--- src/verilog/fps_pkg.sv ---
package fps_pkg;
   // ----------------------------------------------------------------
   // Register map, byte addresses
   // ----------------------------------------------------------------
   localparam logic [7:0] A_CTRL   = 8'h00;
   localparam logic [7:0] A_START  = 8'h04;
   localparam logic [7:0] A_GAP    = 8'h08;
   localparam logic [7:0] A_TOTAL  = 8'h0C;
   localparam logic [7:0] A_LIMIT  = 8'h10;
   localparam logic [7:0] A_ISTAT  = 8'h14;
   localparam logic [7:0] A_IMASK  = 8'h18;
   localparam logic [7:0] A_ZMAP   = 8'h1C;
   localparam logic [7:0] A_DSTAT  = 8'h20;
   localparam logic [7:0] A_BLKREQ = 8'h24;
   localparam logic [7:0] A_ROLL   = 8'h28;
   // ----------------------------------------------------------------
   // Field positions and reset values
   // ----------------------------------------------------------------
   localparam int CTRL_RUN  = 0;
   localparam int CTRL_LAST = 4;
   localparam int IRQ_CYCLE = 0;
   localparam int IRQ_WARN  = 1;
   localparam int IRQ_OFF   = 2;
   localparam int IRQ_BLOCK = 3;
   localparam int NIRQ      = 4;
   localparam logic [15:0] RST_START = 16'h0200;
   localparam logic [15:0] RST_GAP   = 16'h0100;
   localparam logic [15:0] RST_TOTAL = 16'h2000;
   localparam logic [7:0]  RST_WARN  = 8'h03;
   localparam logic [7:0]  RST_OFF   = 8'h03;
   localparam logic [7:0]  RST_BRING = 8'h14;
   // ----------------------------------------------------------------
   // Types
   // ----------------------------------------------------------------
   typedef struct packed {
      logic [7:0] bring;
      logic [7:0] off;
      logic [7:0] warn;
   } fps_lim_t;
   typedef struct packed {
      logic       block;
      logic [7:0] item;
      logic [7:0] addr;
   } fps_req_t;
   typedef enum logic [3:0] {
      S_IDLE, S_SEND, S_WAIT, S_HOLD, S_NEXT,
      S_ZONE, S_GLOBAL, S_RELAY, S_CAST
   } fps_state_t;
endpackage

--- src/verilog/fps_sched.sv ---
`timescale 1ns/10ps
// Behaviour
// - Poll devices one at a time, cycle after cycle while run is set
// - Only scheduler starts; replies only when waited
// - Send request, wait reply or timeout
// - Advance to next device after finish
// - After pass, zone roll-up then global
// - Drive relay coils from roll-up results
// - Device record on success; zones at roll-up
// - Broadcast pulse at the end of each cycle
// - Timeout on start, gap or total window
// - Online routine timeout: wait window, resend once
// - Second timeout abandons device, move on
// - Single retry: online routine requests only
// - Block items sent up to bring limit times, bring limit minus one retries
// - Timeouts count warnings; limit flags untrust
// - Offline limit marks offline, zone fault
module fps_sched
   import fps_pkg::*;
#(
   parameter int NDEV  = 8,
   parameter int NZONE = 4,
   parameter int NITEM = 4
)(
   input  wire logic               pclk,
   input  wire logic               presetn,
   input  wire logic               psel,
   input  wire logic               penable,
   input  wire logic               pwrite,
   input  wire logic [7:0]         paddr,
   input  wire logic [31:0]        pwdata,
   output logic                    pready,
   output logic [31:0]             prdata,
   output logic                    pslverr,
   output logic                    tx_req,
   output fps_req_t                tx_info,
   input  wire logic               rx_byte,
   input  wire logic               rx_done,
   input  wire logic [1:0]         rx_alarm,
   output logic [NZONE:0]          relay,
   output logic                    cast,
   output logic                    irq
);
   localparam int DW = $clog2(NDEV);
   localparam int ZW = $clog2(NZONE);
   // ----------------------------------------------------------------
   // Registers and state
   // ----------------------------------------------------------------
   logic                 run;
   logic [DW-1:0]        last;
   logic [15:0]          start_win;
   logic [15:0]          gap_win;
   logic [15:0]          tot_win;
   fps_lim_t             lim;
   logic [NIRQ-1:0]      istat;
   logic [NIRQ-1:0]      imask;
   logic [ZW-1:0]        zmap    [NDEV];
   logic [7:0]           warn_cnt[NDEV];
   logic [7:0]           off_cnt [NDEV];
   logic [1:0]           dev_al  [NDEV];
   logic [NDEV-1:0]      offline;
   logic [NDEV-1:0]      untrust;
   logic [NDEV-1:0]      blk_pend;
   logic [NZONE-1:0]     zone_al;
   logic [NZONE-1:0]     zone_flt;
   logic                 glob_al;
   logic                 glob_flt;
   fps_state_t           state;
   logic [DW-1:0]        idx;
   logic                 block;
   logic [7:0]           item;
   logic [7:0]           tries;
   logic                 got_byte;
   logic [15:0]          tcnt;
   logic [15:0]          gcnt;
   logic [NIRQ-1:0]      ev;
   logic                 wr;
   logic                 timeout;
   logic                 success;
   logic                 retry;
   logic                 fail;
   logic                 blk_last;
   logic [31:0]          next_rdata;
   logic                 next_err;
   // ----------------------------------------------------------------
   // APB slave
   // ----------------------------------------------------------------
   // Zero wait states: data is prepared in setup, so every access
   // completes in its first access cycle.
   assign wr = psel & penable & pready & pwrite;
   always_comb begin
      next_rdata = 32'h0000_0000;
      next_err   = 1'b0;
      case (paddr)
         A_CTRL:   next_rdata = 32'(run) | (32'(last) << CTRL_LAST);
         A_START:  next_rdata = 32'(start_win);
         A_GAP:    next_rdata = 32'(gap_win);
         A_TOTAL:  next_rdata = 32'(tot_win);
         A_LIMIT:  next_rdata = 32'(lim);
         A_ISTAT:  next_rdata = 32'(istat);
         A_IMASK:  next_rdata = 32'(imask);
         A_ZMAP: begin
            for (int d = 0; d < NDEV; d++) begin
               next_rdata[d*ZW +: ZW] = zmap[d];
            end
         end
         A_DSTAT:  next_rdata = {8'h00, 8'(blk_pend), 8'(untrust), 8'(offline)};
         A_BLKREQ: next_rdata = 32'(blk_pend);
         A_ROLL:   next_rdata = {16'h0000, 6'h00, glob_flt, glob_al, 4'(zone_flt), 4'(zone_al)};
         default:  next_err = 1'b1;
      endcase
   end
   always_ff @(posedge pclk or negedge presetn) begin
      if (!presetn) begin
         pready  <= 1'b0;
         prdata  <= 32'h0000_0000;
         pslverr <= 1'b0;
      end else begin
         pready  <= psel & ~penable;
         prdata  <= (psel & ~penable & ~pwrite) ? next_rdata : 32'h0000_0000;
         pslverr <= psel & ~penable & next_err;
      end
   end
   always_ff @(posedge pclk or negedge presetn) begin
      if (!presetn) begin
         run       <= 1'b0;
         last      <= DW'(NDEV-1);
         start_win <= RST_START;
         gap_win   <= RST_GAP;
         tot_win   <= RST_TOTAL;
         lim       <= '{bring: RST_BRING, off: RST_OFF, warn: RST_WARN};
         imask     <= '0;
         for (int d = 0; d < NDEV; d++) begin
            zmap[d] <= '0;
         end
      end else if (wr) begin
         case (paddr)
            A_CTRL: begin
               run  <= pwdata[CTRL_RUN];
               last <= pwdata[CTRL_LAST +: DW];
            end
            A_START: start_win <= pwdata[15:0];
            A_GAP:   gap_win   <= pwdata[15:0];
            A_TOTAL: tot_win   <= pwdata[15:0];
            A_LIMIT: lim       <= pwdata[23:0];
            A_IMASK: imask     <= pwdata[NIRQ-1:0];
            A_ZMAP: begin
               for (int d = 0; d < NDEV; d++) begin
                  zmap[d] <= pwdata[d*ZW +: ZW];
               end
            end
            default: ;
         endcase
      end
   end
   // ----------------------------------------------------------------
   // Interrupts
   // ----------------------------------------------------------------
   // A new event in the clearing cycle survives the write of one.
   always_ff @(posedge pclk or negedge presetn) begin
      if (!presetn) begin
         istat <= '0;
         irq   <= 1'b0;
      end else begin
         istat <= (istat & ~((wr && paddr == A_ISTAT) ? pwdata[NIRQ-1:0] : '0)) | ev;
         irq   <= |(istat & imask);
      end
   end
   // ----------------------------------------------------------------
   // Reply timing
   // ----------------------------------------------------------------
   assign timeout = state == S_WAIT && !rx_done &&
                    ((!got_byte && tcnt >= start_win) ||
                     (got_byte && gcnt >= gap_win) ||
                     tcnt >= tot_win);
   assign success  = state == S_WAIT && rx_done;
   assign blk_last = item == 8'(NITEM-1);
   // Block transfers retry each item; routine polls retry once, online only.
   assign retry = timeout && (block ? (tries + 8'h01 < lim.bring)
                                    : (!offline[idx] && tries == 8'h00));
   assign fail  = timeout && !retry;
   always_ff @(posedge pclk or negedge presetn) begin
      if (!presetn) begin
         tcnt     <= '0;
         gcnt     <= '0;
         got_byte <= 1'b0;
      end else if (state == S_SEND) begin
         tcnt     <= '0;
         gcnt     <= '0;
         got_byte <= 1'b0;
      end else begin
         if (tcnt != 16'hFFFF) begin
            tcnt <= tcnt + 16'h0001;
         end
         if (rx_byte && state == S_WAIT) begin
            gcnt     <= '0;
            got_byte <= 1'b1;
         end else if (gcnt != 16'hFFFF) begin
            gcnt <= gcnt + 16'h0001;
         end
      end
   end
   // ----------------------------------------------------------------
   // Sequencer
   // ----------------------------------------------------------------
   always_ff @(posedge pclk or negedge presetn) begin
      if (!presetn) begin
         state <= S_IDLE;
         idx   <= '0;
         block <= 1'b0;
         item  <= '0;
         tries <= '0;
      end else begin
         case (state)
            S_IDLE: begin
               if (run) begin
                  idx   <= '0;
                  block <= 1'b0;
                  tries <= '0;
                  state <= S_SEND;
               end
            end
            S_SEND: state <= S_WAIT;
            S_WAIT: begin
               if (success) begin
                  tries <= '0;
                  if (!block && (blk_pend[idx] || offline[idx])) begin
                     block <= 1'b1;
                     item  <= '0;
                     state <= S_SEND;
                  end else if (block && !blk_last) begin
                     item  <= item + 8'h01;
                     state <= S_SEND;
                  end else begin
                     state <= S_NEXT;
                  end
               end else if (retry) begin
                  tries <= tries + 8'h01;
                  state <= S_HOLD;
               end else if (fail) begin
                  state <= S_NEXT;
               end
            end
            S_HOLD: begin
               if (tcnt >= tot_win) begin
                  state <= S_SEND;
               end
            end
            S_NEXT: begin
               block <= 1'b0;
               tries <= '0;
               if (idx >= last) begin
                  state <= S_ZONE;
               end else begin
                  idx   <= idx + DW'(1);
                  state <= S_SEND;
               end
            end
            S_ZONE:   state <= S_GLOBAL;
            S_GLOBAL: state <= S_RELAY;
            S_RELAY:  state <= S_CAST;
            S_CAST: begin
               idx   <= '0;
               state <= run ? S_SEND : S_IDLE;
            end
            default: state <= S_IDLE;
         endcase
      end
   end
   // ----------------------------------------------------------------
   // Link request and broadcast mark
   // ----------------------------------------------------------------
   always_ff @(posedge pclk or negedge presetn) begin
      if (!presetn) begin
         tx_req  <= 1'b0;
         tx_info <= '0;
         cast    <= 1'b0;
      end else begin
         tx_req  <= state == S_SEND;
         tx_info <= '{block: block, item: item, addr: 8'(idx) + 8'h01};
         cast    <= state == S_RELAY;
      end
   end
   // ----------------------------------------------------------------
   // Device records
   // ----------------------------------------------------------------
   always_comb begin
      ev = '0;
      ev[IRQ_CYCLE] = state == S_CAST;
      ev[IRQ_BLOCK] = success && block && blk_last;
      ev[IRQ_WARN]  = timeout && !untrust[idx] && warn_cnt[idx] + 8'h01 >= lim.warn;
      ev[IRQ_OFF]   = fail && !offline[idx] && off_cnt[idx] + 8'h01 >= lim.off;
   end
   always_ff @(posedge pclk or negedge presetn) begin
      if (!presetn) begin
         offline  <= '0;
         untrust  <= '0;
         blk_pend <= '0;
         for (int d = 0; d < NDEV; d++) begin
            warn_cnt[d] <= '0;
            off_cnt[d]  <= '0;
            dev_al[d]   <= '0;
         end
      end else begin
         if (wr && paddr == A_BLKREQ) begin
            blk_pend <= blk_pend | pwdata[NDEV-1:0];
         end
         if (success) begin
            if (!block) begin
               dev_al[idx] <= rx_alarm;
            end
            if (offline[idx] || untrust[idx]) begin
               warn_cnt[idx] <= '0;
               off_cnt[idx]  <= '0;
               offline[idx]  <= 1'b0;
               untrust[idx]  <= 1'b0;
            end
            if (block && blk_last) begin
               blk_pend[idx] <= 1'b0;
            end
         end
         if (timeout) begin
            if (warn_cnt[idx] != 8'hFF) begin
               warn_cnt[idx] <= warn_cnt[idx] + 8'h01;
            end
            if (ev[IRQ_WARN]) begin
               untrust[idx] <= 1'b1;
            end
         end
         if (fail) begin
            if (off_cnt[idx] != 8'hFF) begin
               off_cnt[idx] <= off_cnt[idx] + 8'h01;
            end
            if (ev[IRQ_OFF]) begin
               offline[idx] <= 1'b1;
            end
         end
      end
   end
   // ----------------------------------------------------------------
   // Roll-up and relays
   // ----------------------------------------------------------------
   always_ff @(posedge pclk or negedge presetn) begin
      if (!presetn) begin
         zone_al  <= '0;
         zone_flt <= '0;
         glob_al  <= 1'b0;
         glob_flt <= 1'b0;
         relay    <= '0;
      end else begin
         if (state == S_ZONE) begin
            for (int z = 0; z < NZONE; z++) begin
               zone_al[z]  <= 1'b0;
               zone_flt[z] <= 1'b0;
               for (int d = 0; d < NDEV; d++) begin
                  if (DW'(d) <= last && zmap[d] == ZW'(z)) begin
                     if (dev_al[d][0]) zone_al[z] <= 1'b1;
                     if (dev_al[d][1] || offline[d]) zone_flt[z] <= 1'b1;
                  end
               end
            end
         end
         if (state == S_GLOBAL) begin
            glob_al  <= |zone_al;
            glob_flt <= |zone_flt;
         end
         if (state == S_RELAY) begin
            relay <= {glob_al | glob_flt, zone_al | zone_flt};
         end
      end
   end
   // ----------------------------------------------------------------
   // Checks
   // ----------------------------------------------------------------
   property p_req_one;
      @(posedge pclk) disable iff (!presetn)
      tx_req |=> !tx_req;
   endproperty
   a_req_one: assert property (p_req_one) else $error("request longer than one cycle");
   property p_no_rx_idle;
      @(posedge pclk) disable iff (!presetn)
      $rose(got_byte) |-> $past(state) == S_WAIT && $past(rx_byte);
   endproperty
   a_no_rx_idle: assert property (p_no_rx_idle) else $error("reply byte taken outside wait");
   property p_send_wait;
      @(posedge pclk) disable iff (!presetn)
      state == S_SEND |=> state == S_WAIT ##0 tx_req;
   endproperty
   a_send_wait: assert property (p_send_wait) else $error("send not followed by wait");
   property p_start_win;
      @(posedge pclk) disable iff (!presetn)
      state == S_WAIT && !got_byte && tcnt >= start_win && !rx_done |=> state != S_WAIT;
   endproperty
   a_start_win: assert property (p_start_win) else $error("start window not enforced");
   property p_hold_win;
      @(posedge pclk) disable iff (!presetn)
      state == S_HOLD && tcnt < tot_win |=> state == S_HOLD;
   endproperty
   a_hold_win: assert property (p_hold_win) else $error("retry sent before window end");
   property p_offline_once;
      @(posedge pclk) disable iff (!presetn)
      timeout && !block && offline[idx] |=> state == S_NEXT;
   endproperty
   a_offline_once: assert property (p_offline_once) else $error("offline device retried");
   property p_rollup;
      @(posedge pclk) disable iff (!presetn)
      state == S_ZONE |=> state == S_GLOBAL ##1 state == S_RELAY ##1 cast;
   endproperty
   a_rollup: assert property (p_rollup) else $error("roll-up order broken");
   property p_relay;
      @(posedge pclk) disable iff (!presetn)
      state == S_RELAY |=> relay == {glob_al | glob_flt, zone_al | zone_flt};
   endproperty
   a_relay: assert property (p_relay) else $error("relay not updated");
   property p_untrust;
      @(posedge pclk) disable iff (!presetn)
      timeout && warn_cnt[idx] + 8'h01 >= lim.warn && lim.warn != 8'h00 |=> untrust[$past(idx)];
   endproperty
   a_untrust: assert property (p_untrust) else $error("untrust flag missing");
endmodule

--- config.mk ---
export PLATFORM = sky130hd
export DESIGN_NAME = fps_sched
export DESIGN_NICKNAME = d
export VERILOG_FILES = /design/src/verilog/fps_pkg.sv /design/src/verilog/fps_sched.sv
export SDC_FILE = /design/constraint.sdc
export NUM_CORES = 1
export LEC_CHECK = 0
export ABC_AREA = 1
export ABC_CLOCK_PERIOD_IN_PS = 3950
export BUFFER_PORTS_ARGS = -buffer_cell sky130_fd_sc_hd__clkbuf_2
export CAP_MARGIN = 20
export CORE_MARGIN = 2
export CORE_UTILIZATION = 40
export DETAILED_ROUTE_END_ITERATION = 10
export PLACE_DENSITY_LB_ADDON = 0.08
export SYNTH_ARGS = -nofsm -noshare
export SYNTH_HDL_FRONTEND = slang
export SYNTH_SLANG_ARGS = --single-unit
--- constraint.sdc ---
create_clock -name pclk -period 3.95 [get_ports pclk]
set_input_delay 0.395 -clock pclk [delete_from_list [all_inputs] [get_ports pclk]]
set_output_delay 0.395 -clock pclk [all_outputs]
set_load 0.005 [all_outputs]
After elaboration in Yosys (flattened, before gate mapping)
Index checks and enable logic that the tools add are counted.

Register bits after elaboration: 390.

Add/subtract/negate cells: 8. Order comparisons: 19. Equal/unequal tests: 54. Muxes and demuxes: 210. Bitwise operators: 27. Reduce and logical (&&, ||, !) cells: 107.

Operators with widths (count): 64-bit two-way mux (8); 16-bit case mux with 11 select lines (1); 8-bit two-way mux (21); 1-bit two-way mux (146); 64-bit AND (2); 64-bit bitwise mux (2); 16-bit two-way mux (5); 64-bit inverter (1); 1-bit logical AND (54); 8-bit binary-select mux with 3-bit select (2); 16-bit >= comparator (3); 8-bit case mux with 3 select lines (2); 4-bit case mux with 9 select lines (1); 16-bit by 1-bit adder with 16-bit output, second input constant (2); 8-bit by 1-bit adder with 8-bit output, second input constant (4); 2-bit equality test, second input constant (16); 8-bit by 5-bit equality test with 1-bit output, second input constant (4); 32-bit two-way mux (1); 16-bit != test, second input constant (2); 8-bit AND (3); 8-bit demux with 3-bit select (1); 8-bit by 6-bit equality test with 1-bit output, second input constant (3); 4-bit two-way mux (6); 8-bit bitwise OR (3); 54 further kinds (132).

Longest topological paths before layout
Word-level depth: 19. Mapped depth: 22. Mapped depth without buffers: 20.

Worst setup path after synthesis
No wires, ideal clock.

Path kind: flip-flop to flip-flop. Start: register idx[1]. End: register untrust[0]. Setup time: 0.090 ns. Arrival: 3.209 ns. Data required time: 3.860 ns. Slack: 0.651 ns. Stages on the path, launching flop included: 20. Cells stage by stage: dfrtp_1 buf_6 inv_2 buf_2 buf_2 a21oi_1 o21ai_0 nand2_1 buf_2 ha_1 nand3_2 xor2_1 clkinv_1 ha_1 nand2_1 nor2_1 nand4_1 o2111ai_1 nand4_1 o22ai_1.

Cells in the longest elaborated chain, start to end: 11.

Ends and longest elaborated chain: start: declaration (RTL line fps_sched.sv:69) `logic [DW-1:0] idx;`; start signal: assignment (RTL line fps_sched.sv:255) `idx <= idx + DW'(1);`; branches (longest 10 deep; another with 8-bit by 1-bit adder with 8-bit output); 8-bit two-way mux (*) (RTL line fps_sched.sv:322) `if (timeout) begin`; end signal: assignment (RTL line fps_sched.sv:297) `untrust <= '0;`; end signal: indexed assignment (RTL line fps_sched.sv:316) `untrust[idx] <= 1'b0;`; end signal: indexed assignment (RTL line fps_sched.sv:327) `untrust[idx] <= 1'b1;`; end: declaration (RTL line fps_sched.sv:62) `logic [NDEV-1:0] untrust;`.

Mark *: on every way between the ends. The select of a mux whose other input is x is not followed. A chain may end at the register's enable or synchronous reset.

Final worst setup path
Start: register idx[1]. End: register untrust[1].

The elaborated chain is that of the path after synthesis.

==> results.md <==
- Run status: completed
- Worst r2r src: idx[1]
- Reg clk slew, reported paths: 0.06 ns
- Drt wl/cell: roughly 19 µm
- Post-Route Utilization: 0.457
- Yosys Warn Count: 0
- Avg Cell Area, Syn: 7.26 µm²
- Crit Path Max Fanout: 18
- Crit path from: idx[1]
- Drt drc: 0
- RSZ-0062 raised after global routing: no
- CTS H-Tree Depth: 2
- Register area share after synthesis: 0.431
- Max-slew violation count: 0
- Worst-Margin Slew: 1.05 ns
- Vias in the first global route: 20165
- Period minus WS final: 3.49 ns
- Clk_lat worst skew: 0.59 ns
- Crit end category: flop
- Share of flip-flops with an asynchronous set or reset: 1.00
- Worst setup path class: flop to flop
- Total track usage: 0.267
- Max IR drop VDD: approximately 280 µV
- Placer congestion estimate: between 0.9 and 1
- Total grt overflow: 0
- Final Cycle Share: 0.883
- Clock Skew: 0.0237 ns
- Initial DRC Count: 1797
- Ports: 108
- Vias: 20868
- Routed Antenna Nets: 0
- Clk root buf: clkbuf_16
- WP data required: about 4.5 ns
- Total power: 11900 µW
- Most common cell after layout, fill and taps aside: nand2_1
- Critical Path AT: 3.99 ns
- Core box area: 55000 µm²
- Die area: 57500 µm²
- 1st-pass router iterations: 6
- HP Class: primary input to flop
- Chip Width: 240 µm
- Row cnt: 86
- Synth unique cells: 54
- Total Neg Setup Slack: 0 ns
- CTS sink count: 382
- CP Launch Type: flop
- Most frequent cells in the layout: nand2_1 (1127), dfrtp_1 (368), inv_1 (284), nand3_1 (220), o21ai_0 (198)
- Post-synth EDFFs: 0
- TritonCTS clock tree: done
- R2r setup slk: 0.46 ns
- Clock Path Buffers: 3
- PD cells: 475 nW/µm²
- HPWL Detailed: approximately 55000 µm
- Fmax: 0.287 GHz
- Largest net degree at the start of global routing: 95
- Yosys reg bits: approximately 380
- Die Ht: 240 µm
- # port buffers: between 80 and 90
- Share of cells above drive strength 1: 0.0913
- Initial antenna violation count: 0
- Layout Nets: 3274
- Area grow syn2layout: 13.0%
- Clock buffer count from CTS: 46
- Layout fillers: approximately 5600
- Drt total wl: 75700 µm
- Starting Density: 0.404
- Worst reg2reg path depth: 20
- Via density per instance: 5.32
- R2r endpoint: untrust[1]
- Post-Syn Area: 22200 µm²
- First-pass GRT wire length: 118000 µm
- Leak: 0.0124 µW
- Predominant post-synthesis flop cell: dfrtp_1
- Worst relative slew slack: 0.299
- Endpoints failing hold: 0
- Max-cap check violation count: 0
- Endpoints failing setup: 0
- CP endpoint: untrust[1]
- Gate Count Post-Synth: 3061
- Final antenna diode count: 0
[worst min-delay path by stage]
stage / endpoint / start / cells after the start / slack [ns]
6_report: lim[20] / pwdata[20] / 3 / 0.04
5_1_grt: lim[16] / pwdata[16] / 2 / 0.06
4_1_cts: lim[20] / pwdata[20] / 3 / 0.005
3_5_place_dp: tx_info[8] / item[0] / 0 / 0.43
3_3_place_gp: tx_info[8] / item[0] / 0 / 0.42
2_1_floorplan: blk_pend[0] / presetn / 0 / 0.1
[synth_stat cells, types with 2 or more instances]
library cell  instances  area (µm²)
nand2_1            1128        4230
dfrtp_1             370        9260
inv_1               284        1070
nand3_1             220        1100
o21ai_0             198         991
nor2_1              140         526
a21oi_1             107         536
ha_1                 82        1030
o22ai_1              74         463
nor3_1               65         325
buf_2                61         305
clkbuf_1             39         146
o21ai_1              39         195
nand4_1              37         231
o21bai_1             34         255
buf_4                20         150
inv_2                19        71.3
xor2_1               16         140
a31oi_1              12        75.1
dfstp_2              12         315
nand3_2              12         120
clkinv_1             10        37.5
o31ai_1               8        60.1
or2_2                 7        43.8
buf_1                 6        22.5
nor4_1                6        37.5
o2111ai_1             6        52.6
a211oi_1              5        37.5
buf_6                 5        56.3
o211ai_1              4        30.0
nor2_2                3        18.8
xnor2_1               3        26.3
a221oi_1              2        17.5
nand2_2               2        12.5
nand3b_1              2        15.0
nor2_4                2        22.5
nor3_2                2        20.0
o211a_1               2        20.0
o41ai_1               2        17.5
[registers in the layout (all words and copies together), names as in the netlist, 13 cells and up]
| name | cells |
|---|---|
| prdata | 24 |
| tcnt | 16 |
| off_cnt | 64 |
| dev_al | 16 |
| gcnt | 16 |
| lim | 24 |
| zmap | 16 |
| tx_info | 13 |
| start_win | 16 |
| tot_win | 16 |
| warn_cnt | 64 |
| gap_win | 16 |
[layer usage]
metal	GRT usage	vias to the layer above	routed length (µm)
li1	-	10123	-
met3	0.0300	138	3690
met1	0.353	9976	33300
met2	0.451	631	36200
met5	0	-	0
met4	0.0962	0	2480
[per-stage QoR]
step | worst slack (ns) | area (µm²) | hold slack, ns | std cells
floorplan | 0.651 | 22300 | 0.0994 | 3072
global placement | 0.430 | 23600 | 0.416 | 3841
detailed placement | 0.362 | 23600 | 0.430 | 3841
CTS | 0.311 | 25100 | 0.00526 | 3925
global route | 0.110 | 25100 | 0.0557 | 3925
finish | 0.462 | 25100 | 0.0372 | 3925
[kinds of logic (layout without fill, tap and decap cells)]
group / count (synthesis) / count (layout) / synth area share
simple gates: 1630 / 1630 / 0.304
compound gates: 500 / 500 / 0.127
buf+inv: 445 / 550 / 0.0838
flops: 382 / 382 / 0.431
fa+ha+maj: 82 / 82 / 0.0462
xor+xnor: 20 / 20 / 0.00822
other cells: 1 / 12 / 0.000169
mux: 1 / 1 / 0.000507
[critical path, stage by stage, from the launching register on]
cell	delay [ns]
dfrtp_4	0.61
nor2_2	0.19
nand2_1	0.10
inv_2	0.25
nand2_1	0.10
nand2_1	0.08
nor2_1	0.04
nand2_1	0.15
nand2_1	0.10
nor3_1	0.21
nand2_1	0.08
nand2_1	0.08
nand2_2	0.17
ha_1	0.35
nand2_1	0.06
nor2_1	0.14
nand4_1	0.09
o2111ai_1	0.13
nand4_1	0.12
buf_4	0.22
o22ai_1	0.13
[final cells by class]
cell class,instances,area [µm²],area share
repair buffers,154,1050,0.0420
well taps,748,936,0.0373
multi-input cells,2245,10800,0.432
flip-flops and latches,382,9580,0.382
clock inverters,12,164,0.00653
clock buffers,70,1350,0.0538
inverters,314,1180,0.0470
[where the power goes]
| group | total, µW | switching, µW | internal [µW] |
|---|---|---|---|
| Combinational | 3110 | 2210 | 902 |
| Sequential | 4500 | 275 | 4230 |
| Clock | 4300 | 1750 | 2550 |
[timing repair]
action | CTS | global route
setup endpoints to repair | 0 | 8
hold endpoints to repair | 82 | 0
resized for setup | 0 | 2
hold buffers | 2 | 0
setup buffers | 0 | 0
(Power assumes the default switching activity.)
